[src/shared/sgd_defs.svh]
`ifndef SGD_DEFS_SVH
`define SGD_DEFS_SVH
// ----------------------------------------------------------------------------
// Register map (byte addresses)
// ----------------------------------------------------------------------------
`define SGD_ADDR_CTRL 12'h000
`define SGD_ADDR_TIME 12'h004
`define SGD_ADDR_STAT 12'h008
`define SGD_ADDR_IEN 12'h00C
`define SGD_ADDR_ICLR 12'h010
`define SGD_ADDR_FLT 12'h014
// ----------------------------------------------------------------------------
// Control register fields
// ----------------------------------------------------------------------------
`define SGD_CTRL_CUR_LSB 0
`define SGD_CTRL_SERIAL_BIT 4
`define SGD_CTRL_LSREF_BIT 5
`define SGD_CTRL_FETSNS_BIT 6
`define SGD_CTRL_TRIP_LSB 8
`define SGD_CTRL_RESET 32'h0000_0010
// ----------------------------------------------------------------------------
// Timing register fields and resets (cycles of the 20 MHz clock)
// ----------------------------------------------------------------------------
`define SGD_TIME_DRIVE_LSB 0
`define SGD_TIME_DEAD_LSB 8
`define SGD_TIME_OCP_LSB 16
`define SGD_TIME_RESET 32'h0010_0220
// ----------------------------------------------------------------------------
// Fixed figures
// ----------------------------------------------------------------------------
`define SGD_CLK_MHZ 20
`define SGD_DISCHARGE_NS 200
`define SGD_DISCHARGE_CYC ((`SGD_DISCHARGE_NS * `SGD_CLK_MHZ) / 1000)
`define SGD_PIN_LEVELS 7
`define SGD_SPI_LEVELS 16
`define SGD_TRIP_MAX_SPI 8'hFF
`define SGD_TRIP_MAX_PIN 8'h7F
`define SGD_GLITCH_CYC 2
`endif

[src/shared/sgd_pkg.sv]
package sgd_pkg;
  typedef enum logic [2:0] {
    SGD_IDLE  = 3'b000,
    SGD_DEAD  = 3'b001,
    SGD_EXTRA = 3'b011,
    SGD_DRIVE = 3'b010,
    SGD_HOLD  = 3'b110
  } sgd_state_t;
endpackage : sgd_pkg

[src/logic/sgd_gate_ctrl.sv]
`timescale 1ns/1ps
`include "sgd_defs.svh"
// Function
// - Serial variant: sixteen current strengths
// - Pin variant: seven strengths from pin level
// - Drive current for drive time, then hold
// - Dead time from gate voltage monitors
// - Serial variant adds register extra dead time
// - High-to-low handshake may stretch 100-200 ns
// - Strong pulldown on opposite gate during drive
// - Monitor gate voltage on state change
// - Gate fault if threshold missed at end
// - Drive time ends early on new command
// - Deglitch every PWM input
// - Overcurrent only after deglitch time above trip
// - High vs phase, low phase vs source
// - Register picks low-side reference pin
// - Trip level range 0.06-2 V or 1 V
// - Amplifier FET sense forces shunt reference
module sgd_gate_ctrl
  import sgd_pkg::*;
(
  // Clock and reset
  input wire logic clk_i,
  input wire logic rst_i,
  // APB slave
  input wire logic psel_i,
  input wire logic penable_i,
  input wire logic pwrite_i,
  input wire logic [11:0] paddr_i,
  input wire logic [31:0] pwdata_i,
  output logic [31:0] prdata_o,
  output logic pready_o,
  output logic pslverr_o,
  // Pin-variant strength level
  input wire logic [2:0] pin_current_level_i,
  // PWM commands, one bit per phase
  input wire logic [2:0] pwm_high_i,
  input wire logic [2:0] pwm_low_i,
  // Gate voltage monitors: high when the gate is above its on threshold
  input wire logic [2:0] vgs_high_on_i,
  input wire logic [2:0] vgs_low_on_i,
  // Drain-source comparators, already above the programmed trip level
  input wire logic [2:0] hs_drain_vs_phase_i,
  input wire logic [2:0] ls_phase_vs_source_i,
  input wire logic [2:0] ls_phase_vs_shunt_i,
  // Gate drive outputs
  output logic [2:0] gate_high_o,
  output logic [2:0] gate_low_o,
  output logic [2:0] drive_strong_o,
  output logic [2:0] pulldown_high_o,
  output logic [2:0] pulldown_low_o,
  output logic [3:0] gate_current_setting_o,
  output logic [7:0] drain_source_trip_level_o,
  output logic [2:0] ls_use_shunt_o,
  // Interrupt
  output logic irq_o
);

  // --------------------------------------------------------------------------
  // Register file
  // --------------------------------------------------------------------------
  logic [31:0] ctrl_reg, ctrl_next;
  logic [31:0] time_reg, time_next;
  logic [5:0] ien_reg, ien_next;
  logic [5:0] stat_reg, stat_next;
  logic [31:0] prdata_reg, prdata_next;
  logic [5:0] ev_set;
  logic wr_en, rd_en;
  logic ack_reg, ack_next;

  assign wr_en = psel_i && penable_i && pwrite_i;
  assign rd_en = psel_i && penable_i && !pwrite_i;
  // Reads take one wait state so that prdata stands from a flop while pready is high
  assign pready_o = pwrite_i || ack_reg;
  assign prdata_o = prdata_reg;

  function automatic logic addr_known(input logic [11:0] a);
    addr_known = (a == `SGD_ADDR_CTRL) || (a == `SGD_ADDR_TIME) || (a == `SGD_ADDR_STAT) ||
                 (a == `SGD_ADDR_IEN) || (a == `SGD_ADDR_ICLR) || (a == `SGD_ADDR_FLT);
  endfunction : addr_known

  assign pslverr_o = psel_i && penable_i && !addr_known(paddr_i);

  logic serial_mode, low_side_reference_select_shunt, fet_sense;
  logic [7:0] drive_cyc, dead_cyc, ocp_cyc;
  assign serial_mode = ctrl_reg[`SGD_CTRL_SERIAL_BIT];
  assign low_side_reference_select_shunt = ctrl_reg[`SGD_CTRL_LSREF_BIT];
  assign fet_sense = ctrl_reg[`SGD_CTRL_FETSNS_BIT];
  assign drive_cyc = time_reg[`SGD_TIME_DRIVE_LSB +: 8];
  assign dead_cyc = serial_mode ? time_reg[`SGD_TIME_DEAD_LSB +: 8] : 8'h00;
  assign ocp_cyc = time_reg[`SGD_TIME_OCP_LSB +: 8];

  // Trip level code: 8'h00 maps to 0.06 V; pin variant caps at the 1 V code
  logic [7:0] trip_raw;
  assign trip_raw = ctrl_reg[`SGD_CTRL_TRIP_LSB +: 8];
  always_comb begin
    if (!serial_mode && trip_raw > `SGD_TRIP_MAX_PIN) begin
      drain_source_trip_level_o = `SGD_TRIP_MAX_PIN;
    end else begin
      drain_source_trip_level_o = trip_raw;
    end
  end

  // Sixteen codes in serial mode, seven pin levels otherwise
  always_comb begin
    if (serial_mode) begin
      gate_current_setting_o = ctrl_reg[`SGD_CTRL_CUR_LSB +: 4];
    end else if (pin_current_level_i >= 3'(`SGD_PIN_LEVELS)) begin
      gate_current_setting_o = 4'(`SGD_PIN_LEVELS - 1);
    end else begin
      gate_current_setting_o = {1'b0, pin_current_level_i};
    end
  end

  always_comb begin
    ctrl_next = ctrl_reg;
    time_next = time_reg;
    ien_next = ien_reg;
    prdata_next = prdata_reg;
    ack_next = rd_en && !ack_reg;
    stat_next = stat_reg;
    if (wr_en && paddr_i == `SGD_ADDR_ICLR) begin
      stat_next = stat_reg & ~pwdata_i[5:0];
    end
    stat_next = stat_next | ev_set; // Set wins over a same-cycle clear
    if (wr_en) begin
      case (paddr_i)
        `SGD_ADDR_CTRL: ctrl_next = {16'h0000, pwdata_i[15:8], 1'b0, pwdata_i[6:0]};
        `SGD_ADDR_TIME: time_next = {8'h00, pwdata_i[23:0]};
        `SGD_ADDR_IEN: ien_next = pwdata_i[5:0];
        default: ;
      endcase
    end
    if (rd_en && !ack_reg) begin
      case (paddr_i)
        `SGD_ADDR_CTRL: prdata_next = ctrl_reg;
        `SGD_ADDR_TIME: prdata_next = time_reg;
        `SGD_ADDR_STAT: prdata_next = {26'h0, stat_reg};
        `SGD_ADDR_IEN: prdata_next = {26'h0, ien_reg};
        `SGD_ADDR_FLT: prdata_next = {29'h0, ls_use_shunt_o};
        default: prdata_next = 32'h0000_0000;
      endcase
    end
  end

  always_ff @(posedge clk_i) begin
    if (rst_i) begin
      ctrl_reg <= `SGD_CTRL_RESET;
      time_reg <= `SGD_TIME_RESET;
      ien_reg <= 6'h00;
      stat_reg <= 6'h00;
      prdata_reg <= 32'h0000_0000;
      ack_reg <= 1'b0;
    end else begin
      ctrl_reg <= ctrl_next;
      time_reg <= time_next;
      ien_reg <= ien_next;
      stat_reg <= stat_next;
      prdata_reg <= prdata_next;
      ack_reg <= ack_next;
    end
  end

  assign irq_o = |(stat_reg & ien_reg);

  // --------------------------------------------------------------------------
  // Per-phase gate sequencer
  // --------------------------------------------------------------------------
  genvar g;
  generate
    for (g = 0; g < 3; g++) begin : gen_phase
      // Input deglitch: a new level must hold for a few cycles
      logic [1:0] hi_cnt_reg, hi_cnt_next, lo_cnt_reg, lo_cnt_next;
      logic hi_f_reg, hi_f_next, lo_f_reg, lo_f_next;
      logic [1:0] cmd_reg, cmd_next;
      sgd_state_t st_reg, st_next;
      logic [7:0] cnt_reg, cnt_next;
      logic [7:0] ocp_h_reg, ocp_h_next, ocp_l_reg, ocp_l_next;
      logic gh_reg, gh_next, gl_reg, gl_next;
      logic ev_gate, ev_oc;
      logic ls_trip, want_h, want_l, target_on;

      assign ls_use_shunt_o[g] = fet_sense | low_side_reference_select_shunt;
      assign ls_trip = ls_use_shunt_o[g] ? ls_phase_vs_shunt_i[g]
                                         : ls_phase_vs_source_i[g];
      assign want_h = cmd_reg[1] && !cmd_reg[0];
      assign want_l = cmd_reg[0] && !cmd_reg[1];
      // Monitor of the gate that was last commanded to switch
      assign target_on = gh_reg ? vgs_high_on_i[g] : gl_reg ? vgs_low_on_i[g] : 1'b0;

      always_comb begin
        hi_cnt_next = (pwm_high_i[g] == hi_f_reg) ? 2'd0 : hi_cnt_reg + 2'd1;
        lo_cnt_next = (pwm_low_i[g] == lo_f_reg) ? 2'd0 : lo_cnt_reg + 2'd1;
        hi_f_next = hi_f_reg;
        lo_f_next = lo_f_reg;
        if (hi_cnt_reg == 2'(`SGD_GLITCH_CYC)) begin
          hi_f_next = pwm_high_i[g];
          hi_cnt_next = 2'd0;
        end
        if (lo_cnt_reg == 2'(`SGD_GLITCH_CYC)) begin
          lo_f_next = pwm_low_i[g];
          lo_cnt_next = 2'd0;
        end
      end

      always_comb begin
        st_next = st_reg;
        cnt_next = cnt_reg;
        gh_next = gh_reg;
        gl_next = gl_reg;
        ev_gate = 1'b0;
        cmd_next = {hi_f_reg, lo_f_reg};
        if (cmd_next != cmd_reg) begin
          // New command cuts any drive interval short
          gh_next = 1'b0;
          gl_next = 1'b0;
          st_next = SGD_DEAD;
          cnt_next = 8'h00;
        end else begin
          case (st_reg)
            SGD_IDLE: ;
            SGD_DEAD: begin
              // Wait for both gate monitors to read off, bounded by discharge time plus drive time
              if (!vgs_high_on_i[g] && !vgs_low_on_i[g]) begin
                st_next = SGD_EXTRA;
                cnt_next = 8'h00;
              end else if (cnt_reg == 8'(`SGD_DISCHARGE_CYC) + drive_cyc) begin
                ev_gate = 1'b1;
                st_next = SGD_EXTRA;
                cnt_next = 8'h00;
              end else begin
                cnt_next = cnt_reg + 8'h01;
              end
            end
            SGD_EXTRA: begin
              if (cnt_reg >= dead_cyc) begin
                gh_next = want_h;
                gl_next = want_l;
                st_next = (want_h || want_l) ? SGD_DRIVE : SGD_IDLE;
                cnt_next = 8'h00;
              end else begin
                cnt_next = cnt_reg + 8'h01;
              end
            end
            SGD_DRIVE: begin
              if (cnt_reg + 8'h01 >= drive_cyc) begin
                st_next = SGD_HOLD;
                ev_gate = !target_on;
              end else begin
                cnt_next = cnt_reg + 8'h01;
              end
            end
            SGD_HOLD: ;
            default: st_next = SGD_IDLE;
          endcase
        end
      end

      // Overcurrent only after the comparator stays high for the deglitch time
      always_comb begin
        ocp_h_next = (hs_drain_vs_phase_i[g] && gh_reg) ? ocp_h_reg + 8'h01 : 8'h00;
        ocp_l_next = (ls_trip && gl_reg) ? ocp_l_reg + 8'h01 : 8'h00;
        ev_oc = (ocp_h_reg > ocp_cyc) || (ocp_l_reg > ocp_cyc);
        if (ev_oc) begin
          ocp_h_next = 8'h00;
          ocp_l_next = 8'h00;
        end
      end

      assign ev_set[g] = ev_gate;
      assign ev_set[g + 3] = ev_oc;

      always_ff @(posedge clk_i) begin
        if (rst_i) begin
          hi_cnt_reg <= 2'd0;
          lo_cnt_reg <= 2'd0;
          hi_f_reg <= 1'b0;
          lo_f_reg <= 1'b0;
          cmd_reg <= 2'b00;
          st_reg <= SGD_IDLE;
          cnt_reg <= 8'h00;
          gh_reg <= 1'b0;
          gl_reg <= 1'b0;
          ocp_h_reg <= 8'h00;
          ocp_l_reg <= 8'h00;
        end else begin
          hi_cnt_reg <= hi_cnt_next;
          lo_cnt_reg <= lo_cnt_next;
          hi_f_reg <= hi_f_next;
          lo_f_reg <= lo_f_next;
          cmd_reg <= cmd_next;
          st_reg <= st_next;
          cnt_reg <= cnt_next;
          gh_reg <= gh_next;
          gl_reg <= gl_next;
          ocp_h_reg <= ocp_h_next;
          ocp_l_reg <= ocp_l_next;
        end
      end

      assign gate_high_o[g] = gh_reg;
      assign gate_low_o[g] = gl_reg;
      assign drive_strong_o[g] = (st_reg == SGD_DRIVE);
      // Opposite gate gets strong pulldown while the other switches
      assign pulldown_low_o[g] = (st_reg == SGD_DRIVE) && gh_reg;
      assign pulldown_high_o[g] = (st_reg == SGD_DRIVE) && gl_reg;
    end
  endgenerate

endmodule : sgd_gate_ctrl

[config.mk]
export PLATFORM = sky130hd
export DESIGN_NAME = sgd_gate_ctrl
export DESIGN_NICKNAME = d
export VERILOG_FILES = /design/src/shared/sgd_pkg.sv /design/src/logic/sgd_gate_ctrl.sv
export VERILOG_INCLUDE_DIRS = /design/src /design/src/shared
export SDC_FILE = /design/constraint.sdc
export NUM_CORES = 1
export LEC_CHECK = 0
export ABC_CLOCK_PERIOD_IN_PS = 4600
export BUFFER_PORTS_ARGS = -buffer_cell sky130_fd_sc_hd__clkbuf_2
export CAP_MARGIN = 15
export CORE_UTILIZATION = 60
export CTS_CLUSTER_SIZE = 40
export DETAILED_ROUTE_END_ITERATION = 8
export PLACE_DENSITY = 0.79
export RECOVER_POWER = 100
export SLEW_MARGIN = 10
export SYNTH_ARGS = -nofsm -noshare
export SYNTH_HDL_FRONTEND = slang
export SYNTH_SLANG_ARGS = --single-unit
[constraint.sdc]
create_clock -name clk_i -period 4.6 [get_ports clk_i]
set_input_delay 0.23 -clock clk_i [delete_from_list [all_inputs] [get_ports clk_i]]
set_output_delay 0.23 -clock clk_i [all_outputs]
set_load 0.005 [all_outputs]
-- Word-level counts from Yosys, hierarchy flattened
Cells that the tools add are included.
- flip-flop bits (word level): 195
- input port bits: 73
- output and inout bits: 65
- logic and storage cells: 311
- add/subtract/negate cells: 16
- order comparisons: 14
- eq/ne operators: 59
- mux-type cells: 66
- bitwise gates (word level): 14
- reduce and logical (&&, ||, !) cells: 100
- operator list (kind ; count):
    24-bit one-hot mux with 5 select lines ; 1
    8-bit 2-to-1 mux ; 14
    8-bit by 1-bit adder with 8-bit output (second input constant) ; 9
    8-bit one-hot mux with 3 select lines ; 3
    8-bit >= comparator ; 6
    8-bit > comparator ; 6
    3-bit 2-to-1 mux ; 13
    3-bit one-hot mux with 4 select lines ; 3
    3-bit OR reduction ; 12
    1-bit logical AND ; 28
    12-bit by 4-bit == test with 1-bit output (second input constant) ; 2
    12-bit by 5-bit == test with 1-bit output (second input constant) ; 2
    8-bit == test ; 3
    1-bit 2-to-1 mux ; 24
    4-bit AND reduction ; 6
    1-bit zero test ; 19
    3-bit by 2-bit == test with 1-bit output (second input constant) ; 6
    3-bit inequality test (second input constant) ; 6
    2-bit AND reduction ; 9
    2-bit by 1-bit adder with 2-bit output (second input constant) ; 6
    6-bit bitwise AND ; 2
    12-bit by 3-bit == test with 1-bit output (second input constant) ; 1
    2-bit == test (second input constant) ; 6
    12-bit zero test ; 1
    other kinds (24) ; 81

-- Longest topological paths before layout
- depth in word-level cells: 8
- depth in mapped cells: 14
- gate-level depth less buffers: 12

-- Worst setup path after synthesis
OpenSTA, ideal clock, no wires.
- kind: reg2reg
- from: register gen_phase[2].cnt_reg[2]
- to: register gen_phase[2].cnt_reg[1]
- setup time: 0.127 ns
- arrival time: 2.745 ns
- required time: 4.473 ns
- setup slack: 1.727 ns
- cell stages (with the launch flop): 13
- path buffers: 2
- period minus slack after synthesis: 2.873 ns
- cell sequence: dfxtp_1 clkbuf_1 nand3_1 or2_2 nor2_1 xor2_1 ha_1 nand3_1 o311ai_1 clkbuf_1 nor2_1 a22oi_1 nor2_1
- word-level cells in the longest chain between the ends: 4
- elaborated cells between the ends (all ways): 10
- those cells by class: 1 x add/sub; 2 x order compare; 2 x eq/ne; 4 x mux; 1 x reduce/logical
- RTL lines (element ; line ; text):
    from (decl) ; sgd_gate_ctrl.sv:178 ; logic [7:0] cnt_reg, cnt_next;
    from (signal assigned) ; sgd_gate_ctrl.sv:294 ; cnt_reg <= cnt_next;
    8-bit by 1-bit adder with 8-bit output / 8-bit == test (equally long branches) ; sgd_gate_ctrl.sv:247, sgd_gate_ctrl.sv:228 ;
    8-bit >= comparator / 8-bit 2-to-1 mux (equally long branches) ; sgd_gate_ctrl.sv:247, sgd_gate_ctrl.sv:228 ;
    2-bit inequality test (no source line) / 8-bit 2-to-1 mux (equally long branches) ; - ;
    2-bit AND reduction (no source line) / 8-bit one-hot mux with 3 select lines (equally long branches) ; - ;
Parallel ways exist; a longest one is shown, timed or not.
A chain may end at the register's enable or synchronous reset.

==> run_results.csv <==
group,metric,value,unit
logic_synthesis,synth_top_area_share,34.0,%
global_route,grt_pass1_vias,8456,
logic_synthesis,ys_top_cells_by_area,"dfxtp_1 34%, ha_1 13%, nand2_1 5.2%",
worst_setup_path,max_stage_delay,2.53,ns
global_route,antenna_found_initial,0,
floorplan,die_x,138,um
timing,max_freq,289,MHz
pwr,power.switching,0.000858,W
pwr,leakage,5.04,nW
route,top_layer,"met4",
cts,cts_buffers,17,
route,wl_per_cell,16.1,um
logic_synthesis,ys_seq_area_share,34.0,%
floorplan,initial_core_util,61.3,%
logic_synthesis,ys_seq_elements,187,
timing,slew_headroom,-136,%
logic_synthesis,yosys_warnings,0,
timing,maxSlewViolCount,86,
route,wl,25.9,mm
cts,clk_latency,0.45,ns
worst_setup_path,crit_path_end_kind,"flip-flop",
logic_synthesis,async_reset_ff_share,0,%
pwr,seqPwrFrac,48.5,%
timing,period_share,75.2,%
cts,cts-root-buf,"clkbuf_16",
status,status,"finished, violations left",
cts,clk_pin_slew_worst_paths,0.08,ns
placement,dp_hpwl,19.2,mm
route,drtIter0Drc,651,
worst_setup_path,worst_ep_arrival_time,3.75,ns
logic_synthesis,synthTopCellsByCount,"187 x dfxtp_1, 154 x nand2_1, 118 x ha_1",
route,vias_per_cell,5.82,
status,failed_checks,"capacitance limit, slew limit",
logic_synthesis,synthDistinctLibCells,67,
hold_path,hp-class,"primary input to flip-flop",
global_route,grt_max_degree,86,
global_route,grt_usage,27.9,%
timing,finalHoldViolations,0,
timing,timing.final.crit_period,3.46,ns
logic_synthesis,yosysTopAreaCell,"dfxtp_1",
pwr,comb_power_share,5.8,%
placement,gp_congestion,0.890,
worst_setup_path,cp_top_family,"buffers and inverters",
logic_synthesis,synth_edf_count,0,
pwr,vdd_ir_drop_max,0.303,mV
final_layout,num-nets-final,1558,
route,dr_total_vias,9367,
cts,cts.sinks,187,
final_layout,area_growth,10.5,%
worst_setup_path,cp_num_buf_inv,2,
logic_synthesis,synthMostInstantiatedCell,"dfxtp_1",
global_route,grt.overflow.total,0,
pwr,cell_internal_pwr,0.00254,W
route,drt_first_pass_iters,5,
route,drc,0,
route,wl_met2,11.6,mm
floorplan,core-area,18000,um2
floorplan,die_h,138,um
logic_synthesis,synth_flop_cell,"dfxtp_1",
route,wl_met3,1.59,mm
cts,htreeDepth,4,
pwr,pwr-share-clk,45.7,%
floorplan,rows,49,
final_layout,ff_latch_area,3740,um2
route,wl_met1,12.1,mm
worst_setup_path,critPathLaunchType,"primary input",
worst_setup_path,crit_fanout,85,
timing,clock_skew,0.0151,ns
cts,cts_tree,"done",
cts,max-clock-path-buffers,2,
logic_synthesis,syn_avg_cell_area,8.58,um2
timing,holdWs,0.0181,ns
final_layout,multi_input_area,6730,um2
logic_synthesis,synth_cells,1284,
timing,rsz0062_at_grt,"false",
floorplan,ioPinCount,138,
timing,setup_violations,0,
final_layout,nFillCells,1495,
global_route,grt_pass1_wl,41.3,mm
pwr,p_per_area,279,nW/um2
final_layout,drive_gt1_share,11.0,%
placement,numPortBuffers,121,
worst_setup_path,cp_slowest_cell,"clkbuf_1",
timing,setup-tns-final,0,ns
logic_synthesis,synth_area,11000,um2
worst_setup_path,crit_path_cell_trace,"buf_4, clkbuf_1, nand3b_1, o21ai_0",
cts,post-cts-setup-buffers,0,
worst_setup_path,cp.required,4.89,ns
flow_run,max_cap_viol_count,1,
floorplan,die-area,18900,um2
worst_setup_path,criticalPathCategory,"primary input to flip-flop",
cts,cts_hold_buf,1,
pwr,p_sw_share,25.2,%
timing,tightest_slew,3.54,ns
cts,postCtsResizedCells,0,
route,ant_nets,0,
final_layout,antennaDiodeCount,0,
[through the flow]
stage | util [%] | instance area, um2 | power, W | cells | worst slack [ns]
3_3_place_gp | 64.8 | 11600 | 0.00188 | 1576 | 1.44
5_1_grt | 67.8 | 12200 | 0.00351 | 1609 | 0.821
6_report | 67.8 | 12200 | 0.00340 | 1609 | 1.14
4_1_cts | 68.3 | 12300 | 0.00342 | 1609 | 1.22
2_1_floorplan | - | 11000 | 0.00182 | 1291 | 1.73
3_5_place_dp | 64.8 | 11600 | 0.00188 | 1576 | 1.39
[cells in the final DEF, fill, tap and decap left out, drive strengths merged, types with 14 or more instances in the layout]
cell type  netlist  routed
a21oi           79      79
a22oi           28      28
and2            26      26
and3            18      18
clkbuf          40     139
dfxtp          187     187
ha             118     118
inv             53      60
mux2i           20      20
nand2          154     154
nand2b          27      27
nand3           72      72
nor2            98      98
nor2b           22      22
nor3            19      19
nor4            31      31
o21a            14      14
o21ai           32      32
xnor2           42      42
xor2            40      40
[logic make-up after synthesis]
family,synth area share [%]
buffers and inverters,4.94
AO/OA/AOI/OAI,11.7
flip-flops,34.0
multiplexers,4.27
other,0.0340
XOR/XNOR,7.95
AND/OR/NAND/NOR,23.7
adder cells (fa/ha/maj),13.4
[power groups by stage]
stage                     Combinational [W]  Clock, W  Sequential (W)
final                              0.000197   0.00155         0.00165
after CTS                          0.000198   0.00157         0.00165
after detailed placement           0.000196         0         0.00169
after global routing               0.000223   0.00164         0.00165
after floorplan                    0.000135         0         0.00168
after global placement             0.000192         0         0.00169
[area by class of cell]
class / instances / share of cell area (%)
multi-input combinational: 981 / 55.3
sequential: 187 / 30.7
timing repair buffer: 127 / 4.90
clock buffer: 17 / 3.49
tap: 229 / 2.35
clock inverter: 15 / 1.63
inverter: 53 / 1.63
[metal layers]
| metal | vias to the layer above | global-route usage, % |
|---|---|---|
| met1 | 4381 | 37.7 |
| li1 | 4636 | - |
| met2 | 305 | 44.9 |
| met5 | - | 0 |
| met3 | 45 | 4.16 |
| met4 | 0 | 10.3 |
[worst min-delay path, cell delays in order]
cell      delay, ns
clkbuf_2       0.08
nand2_1        0.05
a21oi_1        0.05
[path summary, 6_finish.rpt]
check | startpoint | end | slack (ns) | cells after the start
worst min-delay path | pwdata_i[23] | time_reg[23] | 0.02 | 3
worst max register to register | gen_phase[0].cnt_reg[4] | gen_phase[0].cnt_reg[5] | 1.19 | 11
worst min register to register | gen_phase[1].hi_cnt_reg[0] | gen_phase[1].hi_cnt_reg[0] | 0.41 | 1
worst max-delay path | rst_i | stat_reg[0] | 1.14 | 4
Power figures use the tool's default switching activity.
